<file path="src/common/cpsseq_pkg.sv">
// constants shared by the configurable power stage sequencer
// assumes a single 100 MHz clock domain and an active low async reset
package cpsseq_pkg;

  // number of half-bridges, index 0..3 = half_bridge_a..half_bridge_d
  localparam int unsigned NUM_STAGES = 4;
  localparam int unsigned CODE_W     = 2;

  // stage arrangement encoding
  localparam logic ARR_HBRIDGE = 1'h0;
  localparam logic ARR_SINGLE  = 1'h1;

  // reset values of the control bits
  localparam logic       RST_ARRANGEMENT = ARR_HBRIDGE;
  localparam logic       RST_ENABLE      = 1'h0;
  localparam logic       RST_DIR         = 1'h0;
  localparam logic       RST_STEP_BIT    = 1'h0;
  localparam logic [3:0] RST_STAGE_CMD   = 4'h0;
  localparam logic [1:0] RST_POSITION    = 2'h0;

  // per-channel fault codes
  localparam logic [1:0] CODE_OK  = 2'h3;
  localparam logic [1:0] CODE_OL  = 2'h1;
  localparam logic [1:0] CODE_SCB = 2'h2;
  localparam logic [1:0] CODE_SCG = 2'h0;

  // bridge drive pattern per position, bit0 = a .. bit3 = d
  localparam logic [3:0] POS0_HS = 4'h9;
  localparam logic [3:0] POS0_LS = 4'h6;
  localparam logic [3:0] POS1_HS = 4'h5;
  localparam logic [3:0] POS1_LS = 4'hA;
  localparam logic [3:0] POS2_HS = 4'h6;
  localparam logic [3:0] POS2_LS = 4'h9;
  localparam logic [3:0] POS3_HS = 4'hA;
  localparam logic [3:0] POS3_LS = 4'h5;

endpackage

</file>
<file path="src/hdl/cpsseq_core.sv">
// sequencer and diagnosis latch for four configurable half-bridges
// assumes frame_* inputs come from spi logic on ref_clk_in, one pulse per frame;
// pwm pin, comparator and thermal inputs are asynchronous and get synchronised
//
// How it works
// - arrangement bit selects h-bridge, reset h-bridge
// - all stage on/off bits in one register
// - single mode: no coherency check applied
// - single mode: each switch controlled individually
// - step signal is pwm pin and bit
// - step on rising edge; disabled means off in h-bridge
// - step falling leaves conducting switches unchanged
// - direction picks four-state order, forward/reverse
// - start at a-high b-low, d-high c-low
// - h-bridge: never both switches of half
// - same-frame direction and step: old direction
// - same-frame enable and step: enable only
// - battery short detected only while on
// - ground short, open load only while off
// - overtemperature only via general thermal warning
// - diagnosis codes readable in both arrangements
// - read start clears the diagnosis codes
// - summary bit set on any stage fault
// - fault codes 11 ok 01 ol 10 scb 00 scg
`timescale 1ns/1ps
module cpsseq_core (
  input  wire logic       ref_clk_in,
  input  wire logic       rst_b_in,
  input  wire logic       frame_wr_in,
  input  wire logic       frame_arrangement_in,
  input  wire logic       frame_enable_in,
  input  wire logic       frame_dir_in,
  input  wire logic       frame_step_in,
  input  wire logic [3:0] frame_hs_cmd_in,
  input  wire logic [3:0] frame_ls_cmd_in,
  input  wire logic       pwm_pin_in,
  input  wire logic [3:0] scb_det_in,
  input  wire logic [3:0] scg_det_in,
  input  wire logic [3:0] ol_det_in,
  input  wire logic       thermal_det_in,
  input  wire logic       diag_read_start_in,
  output logic      [3:0] hs_on_out,
  output logic      [3:0] ls_on_out,
  output logic      [1:0] position_out,
  output logic            stage_arrangement_select_out,
  output logic      [7:0] diag_code_out,
  output logic            any_stage_fault_summary_out,
  output logic            general_thermal_warning_out
);

  // bridge pattern for a position index
  function automatic logic [7:0] pos_drive(input logic [1:0] pos);
    logic [7:0] r;
    r = {cpsseq_pkg::POS0_HS, cpsseq_pkg::POS0_LS};
    unique case (pos)
      2'h0: r = {cpsseq_pkg::POS0_HS, cpsseq_pkg::POS0_LS};
      2'h1: r = {cpsseq_pkg::POS1_HS, cpsseq_pkg::POS1_LS};
      2'h2: r = {cpsseq_pkg::POS2_HS, cpsseq_pkg::POS2_LS};
      2'h3: r = {cpsseq_pkg::POS3_HS, cpsseq_pkg::POS3_LS};
    endcase
    return r;
  endfunction

  // next code of one channel: read clears, a fresh fault sets, set wins
  function automatic logic [1:0] chan_code(
    input logic       on,
    input logic       clear,
    input logic       scb,
    input logic       short_to_ground,
    input logic       ol,
    input logic [1:0] held
  );
    logic [1:0] c;
    c = held;
    if (clear) begin
      c = cpsseq_pkg::CODE_OK;
    end
    if (on && scb) begin
      c = cpsseq_pkg::CODE_SCB;
    end else if (!on && c == cpsseq_pkg::CODE_OK) begin
      // first off-state fault sticks until read or until a battery short while on
      if (short_to_ground) begin
        c = cpsseq_pkg::CODE_SCG;
      end else if (ol) begin
        c = cpsseq_pkg::CODE_OL;
      end
    end
    return c;
  endfunction

  // two-stage synchronisers for all asynchronous inputs
  logic [13:0] sync1;
  logic [13:0] sync2;
  logic [13:0] next_sync1;
  logic [13:0] next_sync2;
  logic        pwm_sync;
  logic [3:0]  scb_sync;
  logic [3:0]  scg_sync;
  logic [3:0]  ol_sync;
  logic        thermal_sync;

  // only the second stage is read; the first may still be settling
  always_comb begin
    next_sync1 = {thermal_det_in, ol_det_in, scg_det_in, scb_det_in, pwm_pin_in};
    next_sync2 = sync1;
  end

  always_ff @(posedge ref_clk_in or negedge rst_b_in) begin
    if (!rst_b_in) begin
      sync1 <= 14'h0000;
      sync2 <= 14'h0000;
    end else begin
      sync1 <= next_sync1;
      sync2 <= next_sync2;
    end
  end

  assign pwm_sync     = sync2[0];
  assign scb_sync     = sync2[4:1];
  assign scg_sync     = sync2[8:5];
  assign ol_sync      = sync2[12:9];
  assign thermal_sync = sync2[13];

  // control bits written by frames
  logic       arrangement;
  logic       enable;
  logic       dir;
  logic       step_bit;
  logic [3:0] hs_cmd;
  logic [3:0] ls_cmd;
  logic       next_arrangement;
  logic       next_enable;
  logic       next_dir;
  logic       next_step_bit;
  logic [3:0] next_hs_cmd;
  logic [3:0] next_ls_cmd;

  always_comb begin
    next_arrangement = arrangement;
    next_enable      = enable;
    next_dir         = dir;
    next_step_bit    = step_bit;
    next_hs_cmd      = hs_cmd;
    next_ls_cmd      = ls_cmd;
    // every frame reloads the control bits, the step bit only if enable is unchanged; frames may come back to back
    if (frame_wr_in) begin
      next_arrangement = frame_arrangement_in;
      next_enable      = frame_enable_in;
      next_dir         = frame_dir_in;
      next_hs_cmd      = frame_hs_cmd_in;
      next_ls_cmd      = frame_ls_cmd_in;
      // a step bit change riding on an enable change is dropped
      if (frame_enable_in == enable) begin
        next_step_bit = frame_step_in;
      end
    end
  end

  always_ff @(posedge ref_clk_in or negedge rst_b_in) begin
    if (!rst_b_in) begin
      arrangement <= cpsseq_pkg::RST_ARRANGEMENT;
      enable      <= cpsseq_pkg::RST_ENABLE;
      dir         <= cpsseq_pkg::RST_DIR;
      step_bit    <= cpsseq_pkg::RST_STEP_BIT;
      hs_cmd      <= cpsseq_pkg::RST_STAGE_CMD;
      ls_cmd      <= cpsseq_pkg::RST_STAGE_CMD;
    end else begin
      arrangement <= next_arrangement;
      enable      <= next_enable;
      dir         <= next_dir;
      step_bit    <= next_step_bit;
      hs_cmd      <= next_hs_cmd;
      ls_cmd      <= next_ls_cmd;
    end
  end

  // stepping: edge of (pin and bit), direction lagged by one cycle
  logic       step_sig;
  logic       step_rise;
  logic       step_prev;
  logic       dir_applied;
  logic [1:0] position;
  logic [3:0] hs_on;
  logic [3:0] ls_on;
  logic       next_step_prev;
  logic       next_dir_applied;
  logic [1:0] next_position;
  logic [3:0] next_hs_on;
  logic [3:0] next_ls_on;
  logic [7:0] bridge;

  // step_prev resets low like the idle step signal: no false edge out of reset
  assign step_sig  = pwm_sync & step_bit;
  assign step_rise = step_sig & ~step_prev;

  always_comb begin
    next_step_prev   = step_sig;
    // the lag means a same-frame direction change misses the step it rides on
    next_dir_applied = dir;
    // position is kept while disabled, so stepping resumes where it stopped
    next_position    = position;
    if (enable && step_rise) begin
      if (dir_applied) begin
        next_position = position + 2'h1;
      end else begin
        next_position = position - 2'h1;
      end
    end
    bridge = pos_drive(next_position);
    if (arrangement == cpsseq_pkg::ARR_HBRIDGE) begin
      if (enable) begin
        next_hs_on = bridge[7:4];
        // guard kept even though every pattern is clean
        next_ls_on = bridge[3:0] & ~bridge[7:4];
      end else begin
        next_hs_on = 4'h0;
        next_ls_on = 4'h0;
      end
    end else begin
      next_hs_on = hs_cmd;
      next_ls_on = ls_cmd;
    end
  end

  always_ff @(posedge ref_clk_in or negedge rst_b_in) begin
    if (!rst_b_in) begin
      step_prev   <= 1'h0;
      dir_applied <= cpsseq_pkg::RST_DIR;
      position    <= cpsseq_pkg::RST_POSITION;
      hs_on       <= 4'h0;
      ls_on       <= 4'h0;
    end else begin
      step_prev   <= next_step_prev;
      dir_applied <= next_dir_applied;
      position    <= next_position;
      hs_on       <= next_hs_on;
      ls_on       <= next_ls_on;
    end
  end

  // diagnosis: per-channel latched code, set wins over read clear
  wire  [7:0] diag_code;
  wire  [3:0] chan_fault;
  logic       summary;
  logic       thermal;
  logic       next_summary;
  logic       next_thermal;
  logic [3:0] stage_on;

  assign stage_on = hs_on | ls_on;

  // one latch per channel so a fault on one never masks another
  for (genvar g = 0; g < cpsseq_pkg::NUM_STAGES; g++) begin : g_chan
    logic [1:0] code;
    logic [1:0] next_code;

    always_comb begin
      next_code = chan_code(stage_on[g], diag_read_start_in, scb_sync[g], scg_sync[g],
                            ol_sync[g], code);
    end

    always_ff @(posedge ref_clk_in or negedge rst_b_in) begin
      if (!rst_b_in) begin
        code <= cpsseq_pkg::CODE_OK;
      end else begin
        code <= next_code;
      end
    end

    assign diag_code[2*g +: 2] = code;
    assign chan_fault[g]       = (next_code != cpsseq_pkg::CODE_OK);
  end

  // thermal is reported alone and stays out of the summary
  always_comb begin
    next_summary = |chan_fault;
    next_thermal = thermal_sync;
  end

  always_ff @(posedge ref_clk_in or negedge rst_b_in) begin
    if (!rst_b_in) begin
      summary <= 1'h0;
      thermal <= 1'h0;
    end else begin
      summary <= next_summary;
      thermal <= next_thermal;
    end
  end

  assign hs_on_out                    = hs_on;
  assign ls_on_out                    = ls_on;
  assign position_out                 = position;
  assign stage_arrangement_select_out = arrangement;
  assign diag_code_out                = diag_code;
  assign any_stage_fault_summary_out  = summary;
  assign general_thermal_warning_out  = thermal;

endmodule

</file>
<file path="config.mk">
export PLATFORM = sky130hd
export DESIGN_NAME = cpsseq_core
export DESIGN_NICKNAME = d
export VERILOG_FILES = /design/src/common/cpsseq_pkg.sv /design/src/hdl/cpsseq_core.sv
export SDC_FILE = /design/constraint.sdc
export NUM_CORES = 1
export LEC_CHECK = 0
export ABC_AREA = 1
export BUFFER_PORTS_ARGS = -buffer_cell sky130_fd_sc_hd__buf_2
export CAP_MARGIN = 20
export CORE_MARGIN = 3
export CORE_UTILIZATION = 48
export CTS_CLUSTER_SIZE = 20
export DETAILED_ROUTE_END_ITERATION = 6
export GPL_TIMING_DRIVEN = 0
export HOLD_SLACK_MARGIN = 0.06
export MAX_ROUTING_LAYER = met4
export PLACE_DENSITY = 0.8
export SETUP_SLACK_MARGIN = 0.5
export SYNTH_ARGS = -nofsm -noshare
export SYNTH_HDL_FRONTEND = slang
export SYNTH_SLANG_ARGS = --single-unit
</file>
<file path="constraint.sdc">
create_clock -name ref_clk_in -period 3.2 [get_ports ref_clk_in]
set_clock_uncertainty 0.1 [all_clocks]
set_input_delay 0.32 -clock ref_clk_in [delete_from_list [all_inputs] [get_ports ref_clk_in]]
set_output_delay 0.32 -clock ref_clk_in [all_outputs]
set_load 0.005 [all_outputs]
</file>
==> run_results.csv, run 1 <==
group,metric,value,unit
synthesis,yosysWarnings,0,
synthesis,avgSynthCellArea,11.0,um2
timing,setup_violations,0,
place,placed_cell_area,2540,um2
critical_path,cp_cell_sequence,"buf_2",
timing,hold_viol_final,0,
clocking,cts_tree,"done",
synthesis,ys_ff_latch,62,
die,rows,24,
layout,drive_gt1_share,32.4,%
layout,fin_area,2850,um2
layout,final_cell_mix,"nand2_1, dfrtp_1, buf_2",
flow_run,cap_violations,0,
place,place_worst_setup_slack,1.85,ns
synthesis,ys_types,20,
die,chipHeight,73.9,um
timing,relSlewSlack,59.5,%
die,die_x,73.9,um
timing,max_freq,724,MHz
grt,grt_overflow,0,
power,peakVddDrop,311,uV
die,die-area,5460,um2
clocking,root_buffer,"clkbuf_8",
layout,layout_commonest_cell,"nand2_1",
synthesis,synth.yosys.seq_area_share,70.6,%
synthesis,ys.flop_type,"dfrtp_1",
routing,antenna_left,0,
synthesis,synthTopCellsByArea,"dfrtp_1, dfstp_2, nand2_1, inv_1, nor2_1",
timing,post-route-period-util,43.2,%
place,routabilityCongestion,0.765,
routing,drc,0,
critical_path,crit_slowest_cell,"dfstp_2",
timing,rsz0062_at_grt,"false",
routing,drt_iter0_drc,83,
clocking,clkLatencyLatePin,0.32,ns
synthesis,syn_area,2210,um2
critical_path,r2r_slack,1.86,ns
place,io_buffers,48,
synthesis,synth-edff-count,0,
die,ios,51,
synthesis,async_flop_share,100,%
timing,fin_ws,1.82,ns
timing,drv_slew,0,
clocking,post-cts-setup-buffers,0,
critical_path,path_max_fanout,2,
routing,wl,3900,um
die,core,4410,um2
routing,num_vias,1512,
grt,grt_pass1_wl,6490,um
routing,wire_per_inst,11.7,um
routing,drt-pass1-iter-count,5,
synthesis,synthCells,201,
grt,grt_max_degree,37,
power,powerDensity,683,nW/um2
clocking,cts_buffer_depth,2,
routing,vias_per_cell,4.54,
critical_path,path_buf_inv,1,
critical_path,max_stage_delay,0.54,ns
critical_path,cp-end-kind,"output port",
synthesis,synth_fp_nets,231,
clocking,cts_hold_buf,15,
layout,layout.nets,306,
clocking,post_cts_resized,0,
critical_path,cpLargestDelayFamily,"flip-flops",
synthesis,synth.largest_area_cell,"dfrtp_1",
grt,grt_pass1_vias,1460,
timing,worst_slew_pin_slew,0.608,ns
worst_hold_path,hold_path_class,"in -> reg",
clocking,cts_made_buffers,9,
die,initial_utilization,50.1,%
power,p_leak,1.45,nW
timing,tns,0,ns
layout,area_growth,28.9,%
layout,antennaDiodeCount,0,
timing,period_minus_slack,1.38,ns
clocking,clk_pin_slew_worst_paths,0.06,ns
critical_path,cp.required,2.78,ns
grt,grtUsageTotal,16.8,%
synthesis,netlist.area_leader.share,61.1,%
critical_path,worst_ep_arrival_time,0.96,ns
place,place_hpwl,2820,um
run_status,status,"finished clean",
clocking,cts.htree.levels,3,
critical_path,path_class,"reg -> out",
clocking,clock-sinks,62,
grt,antenna_found_initial,0,
critical_path,startpoint_type,"flip-flop",
-- area by class of cell --
type	count	area, um2
fill	356	1570
sequential	62	1560
multi-input combinational	115	549
timing repair buffer	64	410
clock buffer	14	153
inverter	21	78.8
tap	52	65.1
buffer	3	21.3
clock inverter	2	10.0
-- metal layers --
layer	wire length [um]	vias to the layer above	track usage, %	part of all wire (%)
li1	-	771	-	-
met1	1750	695	21.9	45
met2	1890	40	24.3	48
met3	195	6	3.83	5.0
met4	65	0	9.05	1.7
met5	0	-	-	0
-- report_power, final --
| group | internal (W) | switching [W] | leakage [nW] |
|---|---|---|---|
| clock network | 0.000301 | 0.000256 | 0.0844 |
| registers | 0.000921 | 0.0000659 | 0.726 |
| logic | 0.000170 | 0.000231 | 0.643 |
-- sequential cells by signal, indices dropped and copies added, names as in the netlist, 2 cells and up --
| name | count |
|---|---|
| ls_cmd | 4 |
| next_sync2 | 14 |
| sync2 | 14 |
| ls_on_out | 4 |
| hs_on_out | 4 |
| position_out | 2 |
| hs_cmd | 4 |
| g_chan.code | 8 |
-- final timing paths --
path                                     from                          end  cells past startpoint
hold / removal             frame_hs_cmd_in[0]                    hs_cmd[0]                      3
setup reg to reg                 ls_on_out[2]  any_stage_fault_summary_out                      8
setup / recovery            g_chan[3].code[1]             diag_code_out[7]                      1
hold reg to reg                 next_sync2[8]                     sync2[8]                      0
min in group asynchronous            rst_b_in                next_sync2[0]                      2
max in group asynchronous            rst_b_in            g_chan[2].code[1]                      3
-- stage by stage --
stage          utilization (%)  power (W)  hold slack (ns)  instances
2_1_floorplan                -    0.00122          -0.0756        201
3_3_place_gp              57.0    0.00137            0.231        301
3_5_place_dp              57.5    0.00139            0.236        302
4_1_cts                   64.5    0.00197           0.0946        333
5_1_grt                   64.5    0.00208            0.125        333
6_report                  64.5    0.00195            0.111        333
-- logic make-up (layout without fill, tap and decap cells) --
group                  after synthesis  count (layout)  synth area share (%)
buffers and inverters               24             104                  4.53
flip-flops                          62              62                  70.6
multiplexers                         5               5                  2.55
AO/OA/AOI/OAI                       15              15                  3.85
XOR/XNOR                             1               1                 0.396
AND/OR/NAND/NOR                     94              94                  18.1
-- cells in the mapped netlist, types with 2 or more instances --
master	number
nand2_1	56
buf_2	2
or2_1	4
dfrtp_1	54
inv_2	3
dfstp_2	8
mux2_2	5
a21oi_2	2
nor2_2	5
o21ai_0	11
nor2_1	17
nand3_1	8
nand2_2	3
inv_1	17
No activity file was read; power rests on OpenSTA's default activity.
==> inputs of run 2 (changes only) <==
--- a/config.mk
+++ b/config.mk
@@ -9,13 +9,13 @@
 export BUFFER_PORTS_ARGS = -buffer_cell sky130_fd_sc_hd__buf_2
 export CAP_MARGIN = 20
 export CORE_MARGIN = 3
-export CORE_UTILIZATION = 48
+export CORE_UTILIZATION = 47
 export CTS_CLUSTER_SIZE = 20
 export DETAILED_ROUTE_END_ITERATION = 6
 export GPL_TIMING_DRIVEN = 0
 export HOLD_SLACK_MARGIN = 0.06
 export MAX_ROUTING_LAYER = met4
-export PLACE_DENSITY = 0.8
+export PLACE_DENSITY = 0.82
 export SETUP_SLACK_MARGIN = 0.5
 export SYNTH_ARGS = -nofsm -noshare
 export SYNTH_HDL_FRONTEND = slang
==> constraint.sdc (replaced) <==
create_clock -name ref_clk_in -period 1.2 [get_ports ref_clk_in]
set_clock_uncertainty 0.1 [all_clocks]
set_input_delay 0.12 -clock ref_clk_in [delete_from_list [all_inputs] [get_ports ref_clk_in]]
set_output_delay 0.12 -clock ref_clk_in [all_outputs]
set_load 0.005 [all_outputs]
==> run 2 against run 1 <==
The flow now finishes with violations (negative hold slack, negative setup slack). First-iteration DRC count fell by 23%. Setup slack got worse by 2.0 ns. Clock power rose to 3.3 times the previous value. Sequential share of layout area fell by 7.8 points. Largest power group unchanged.
==> run_results.csv, run 2 (synthesis gave the netlist of run 1 again) <==
group,metric,value,unit
run_status,status,"finished with violations",
run_status,failed_checks,"negative hold slack, negative setup slack",
power,clkPwrFrac,28.5,%
place,place_hpwl,2820,um
die,rows,24,
routing,vias_per_cell,4.89,
place,placed_cell_area,2560,um2
power,p_int,0.00440,W
clocking,clk_pin_slew_worst_paths,0.07,ns
die,ios,51,
power,pwr-share-comb,29.5,%
layout,nFillCells,293,
clocking,cts.htree.levels,3,
grt,grt_pass1_vias,1683,
critical_path,crit_slowest_cell,"dfrtp_1",
layout,layout_commonest_cell,"dfrtp_1",
critical_path,max_stage_delay,0.41,ns
critical_path,path_class,"reg -> reg",
layout,area_growth,50.4,%
power,peakVddDrop,1240,uV
critical_path,path_buf_inv,1,
timing,fin_ws,-0.176,ns
worst_hold_path,hold_path_class,"in -> async",
routing,antenna_left,0,
die,die_x,74.6,um
power,netSwitchingFraction,31.1,%
critical_path,cpLargestDelayFamily,"simple AND/OR/NAND/NOR gates",
timing,max_freq,727,MHz
critical_path,cp_cell_sequence,"inv_1 -> nand2_2 -> nor2_4 -> nand2_2 -> nand2_4 -> nand3_1 -> nand3_2 -> nand2_1",
power,seq_power_share,42.0,%
critical_path,path_max_fanout,4,
critical_path,rr_endpoint,"hs_on_out[2]",
clocking,clock-sinks,62,
timing,rsz0062_at_grt,"true",
layout,drive_gt1_share,54.8,%
grt,grt_max_degree,45,
die,core,4440,um2
timing,post-route-period-util,115,%
power,p_leak,1.65,nW
critical_path,reg2reg_depth,8,
timing,whs,-0.372,ns
clocking,cts_made_buffers,9,
grt,grtUsageTotal,19.2,%
grt,grt_overflow,0,
timing,setup_violations,14,
layout,fin_area,3320,um2
layout,multi_input_area,756,um2
critical_path,rr_startpoint,"step_prev",
layout,final_cell_mix,"dfrtp_1, buf_2, nand2_1",
routing,num_vias,1715,
critical_path,cp.required,1.33,ns
routing,wl,5280,um
power,power.switching,0.00198,W
timing,relSlewSlack,70.2,%
grt,grt_pass1_wl,7310,um
routing,drt_iter0_drc,64,
critical_path,worst_ep_arrival_time,1.50,ns
routing,drt-pass1-iter-count,4,
clocking,clkLatencyLatePin,0.34,ns
routing,wire_per_inst,15.0,um
layout,final_util,74.8,%
layout,regArea,1560,um2
clocking,cts_tree,"done",
critical_path,r2r_slack,-0.18,ns
die,chipHeight,74.6,um
timing,hold_viol_final,61,
routing,drc,0,
die,die-area,5560,um2
place,routabilityCongestion,0.839,
critical_path,startpoint_type,"flip-flop",
timing,worst_slew_pin_slew,0.446,ns
layout,antennaDiodeCount,0,
critical_path,crit_top_cell,"nand2_2",
clocking,cts_buffer_depth,2,
place,io_buffers,48,
flow_run,cap_violations,0,
grt,antenna_found_initial,0,
critical_path,cp-end-kind,"flip-flop",
power,powerDensity,1920,nW/um2
timing,drv_slew,0,
layout,layout.nets,324,
clocking,cts_hold_buf,14,
die,initial_utilization,49.7,%
clocking,root_buffer,"clkbuf_8",
timing,period_minus_slack,1.38,ns
run 2: cell count changes in the layout (fill, tap and decap cells not counted), sizes merged:
cell	before	now
buf	52	71
clkbuf	14	10
dlygate4sd3	15	14
clkinv	3	5
bufinv	0	1
clkinvlp	0	1
run 2: area by class of cell:
cell class / count / share of cell area [%]
clock buffers: 10 / 4.14
repair buffers: 82 / 18.8
plain buffers: 3 / 1.02
flip-flops and latches: 62 / 47.0
clock inverters: 6 / 1.84
inverters: 21 / 2.48
multi-input cells: 115 / 22.7
well taps: 52 / 1.96
run 2: worst max-delay path by stage:
stage	cells past startpoint	start	slack (ns)	end
2_1_floorplan	7	ls_on_out[1]	-0.03	any_stage_fault_summary_out
3_3_place_gp	1	rst_b_in	-0.18	next_sync2[3]
3_5_place_dp	8	ls_on_out[0]	-0.12	any_stage_fault_summary_out
4_1_cts	8	hs_on_out[0]	-0.10	any_stage_fault_summary_out
5_1_grt	8	step_prev	-0.25	hs_on_out[2]
6_report	8	step_prev	-0.18	hs_on_out[2]
run 2: power by group through the flow:
stage                     clock network, W  logic, W  registers (W)
after floorplan                          0  0.000627        0.00266
after global placement                   0   0.00102        0.00266
after detailed placement                 0   0.00109        0.00266
after CTS                          0.00183   0.00156        0.00264
after global routing               0.00193   0.00204        0.00271
final                              0.00182   0.00188        0.00268
run 2: per-stage QoR:
step / worst slack (ns) / setup TNS, ns / power [W] / cells
2_1_floorplan: -0.0344 / -0.0344 / 0.00329 / 201
3_3_place_gp: -0.182 / -10.05 / 0.00368 / 301
3_5_place_dp: -0.121 / -0.620 / 0.00375 / 302
4_1_cts: -0.101 / -0.531 / 0.00603 / 345
5_1_grt: -0.245 / -2.07 / 0.00668 / 351
6_report: -0.176 / -1.13 / 0.00638 / 351
run 2: worst reg2reg max path: stages, from the launching register on:
cell     delay (ns)
dfrtp_1        0.41
inv_1          0.09
nand2_2        0.07
nor2_4         0.14
nand2_2        0.09
nand2_4        0.09
nand3_1        0.11
nand3_2        0.11
nand2_1        0.06
run 2: what timing repair did:
action | 4_1_cts | 5_1_grt
buffers inserted | 13 | 6
gates resized for setup | 49 | 33
endpoints found under the hold margin | 86 | 32
setup endpoints to repair | 53 | 53
pin swaps | 14 | 13
run 2: metal layers:
| metal | up-vias | GRT usage [%] | share of wire [%] |
|---|---|---|---|
| met1 | 831 | 20.9 | 39 |
| met5 | - | - | 0 |
| li1 | 812 | - | - |
| met2 | 60 | 30.8 | 53 |
| met3 | 12 | 6.49 | 5.4 |
| met4 | 0 | 10.9 | 2.7 |
==> inputs of run 3 (changes only) <==
--- a/config.mk
+++ b/config.mk
@@ -6,7 +6,7 @@
 export NUM_CORES = 1
 export LEC_CHECK = 0
 export ABC_AREA = 1
-export BUFFER_PORTS_ARGS = -buffer_cell sky130_fd_sc_hd__buf_2
+export BUFFER_PORTS_ARGS = -buffer_cell sky130_fd_sc_hd__buf_4
 export CAP_MARGIN = 20
 export CORE_MARGIN = 3
 export CORE_UTILIZATION = 47
==> run 3 against run 2 <==
Non-clock buffer count increased by 3. Sequential power increased by 1%. Utilization increased by 4.2 points. Critical endpoint is now any_stage_fault_summary_out. Clock power about the same. Register-to-register slack got worse by 0.04 ns. The run still ends with negative hold slack, negative setup slack left. Critical path type unchanged.
==> run_results.csv, run 3 (synthesis gave the netlist of run 1 again) <==
group,metric,value,unit
routing,wire_per_inst,13.8,um
critical_path,worst_ep_arrival_time,1.59,ns
clocking,cts_tree,"done",
run_status,failed_checks,"negative hold slack, negative setup slack",
die,ios,51,
clocking,cts_hold_buf,14,
critical_path,path_class,"reg -> reg",
grt,antenna_found_initial,0,
timing,fin_ws,-0.218,ns
routing,drc,0,
place,place_hpwl,2780,um
clocking,cts.htree.levels,3,
layout,antennaDiodeCount,0,
critical_path,path_max_fanout,2,
layout,drive_gt1_share,55.6,%
die,rows,24,
grt,grt_overflow,0,
timing,post-route-period-util,118,%
power,peakVddDrop,957,uV
power,p_leak,1.70,nW
layout,final_util,79.0,%
routing,num_vias,1679,
grt,grt_pass1_wl,7390,um
place,placed_cell_area,2660,um2
critical_path,cp.required,1.37,ns
routing,drt_iter0_drc,61,
layout,area_growth,58.9,%
critical_path,startpoint_type,"flip-flop",
timing,hold_viol_final,66,
timing,max_freq,705,MHz
grt,grt_pass1_vias,1668,
clocking,clkLatencyLatePin,0.33,ns
clocking,clock-sinks,62,
place,routabilityCongestion,0.828,
die,die-area,5560,um2
run_status,status,"finished with violations",
clocking,cts_buffer_depth,2,
routing,vias_per_cell,4.74,
grt,grtUsageTotal,18.9,%
timing,relSlewSlack,51.3,%
die,initial_utilization,49.7,%
layout,fin_area,3510,um2
clocking,cts_made_buffers,9,
timing,period_minus_slack,1.42,ns
timing,whs,-0.251,ns
die,chipHeight,74.6,um
routing,antenna_left,0,
routing,drt-pass1-iter-count,4,
grt,grt_max_degree,63,
layout,nFillCells,268,
routing,wl,4880,um
layout,final_cell_mix,"dfrtp_1, buf_6, buf_4",
critical_path,cp-end-kind,"flip-flop",
timing,rsz0062_at_grt,"true",
die,core,4440,um2
layout,layout.nets,327,
timing,setup_violations,14,
die,die_x,74.6,um
timing,worst_slew_pin_slew,0.730,ns
clocking,root_buffer,"clkbuf_8",
timing,drv_slew,0,
layout,layout_commonest_cell,"dfrtp_1",
clocking,clk_pin_slew_worst_paths,0.07,ns
power,powerDensity,1860,nW/um2
power,total_power,0.00655,W
place,io_buffers,48,
flow_run,cap_violations,0,
worst_hold_path,hold_path_class,"in -> async",
run 3: worst max-delay path, stage by stage (launching register included):
cell and delay [ns]:
dfrtp_1 0.40, or2_1 0.28, buf_6 0.15, nor2_4 0.09
nand2_2 0.07, nand2_2 0.08, inv_2 0.04, nand2_1 0.06
nor2_1 0.04, nand2_1 0.06
run 3: where the power goes:
| group | total, W | switching [W] | internal, W |
|---|---|---|---|
| registers | 0.00272 | 0.000253 | 0.00246 |
| clock network | 0.00182 | 0.000750 | 0.00107 |
| logic | 0.00201 | 0.000928 | 0.00109 |
run 3: final timing paths:
kind                                    start                           to  slack, ns  cells after the start
max in group asynchronous            rst_b_in              position_out[0]       0.73                      1
hold / removal                       rst_b_in                    sync2[10]      -0.25                      1
min in group ref_clk_in    frame_hs_cmd_in[1]                    hs_cmd[1]      -0.11                      3
hold reg to reg                 next_sync2[7]                     sync2[7]       0.25                      0
setup / recovery                 ls_on_out[1]  any_stage_fault_summary_out      -0.22                      9
setup reg to reg                 ls_on_out[1]  any_stage_fault_summary_out      -0.22                      9
run 3: what timing repair did:
item | in CTS | in global routing
gates resized for setup | 67 | 38
pin swaps | 17 | 21
setup buffers | 16 | 7
endpoints found under the hold margin | 85 | 68
setup endpoints to repair | 53 | 53
run 3: layout make-up:
cell class | count | area (um2) | share of cell area [%]
repair buffers | 85 | 801 | 22.8
multi-input cells | 115 | 757 | 21.6
flip-flops and latches | 62 | 1560 | 44.5
plain buffers | 3 | 33.8 | 0.962
clock inverters | 3 | 42.5 | 1.21
clock buffers | 13 | 159 | 4.52
inverters | 21 | 90.1 | 2.57
well taps | 52 | 65.1 | 1.85
run 3: metal layers:
metal	global-route usage [%]	wire length, um	up-vias
met1	20.8	1870	801
li1	-	-	813
met3	6.49	263	16
met5	-	0	-
met2	30.8	2610	49
met4	8.70	130	0
run 3: stage by stage:
stage                     setup TNS [ns]  setup slack, ns  cells
after global routing               -2.10           -0.262    354
final                              -1.04           -0.218    354
after floorplan                  -0.0344          -0.0344    201
after CTS                         -0.589           -0.128    347
after detailed placement          -0.575           -0.145    301
after global placement            -0.436           -0.110    301
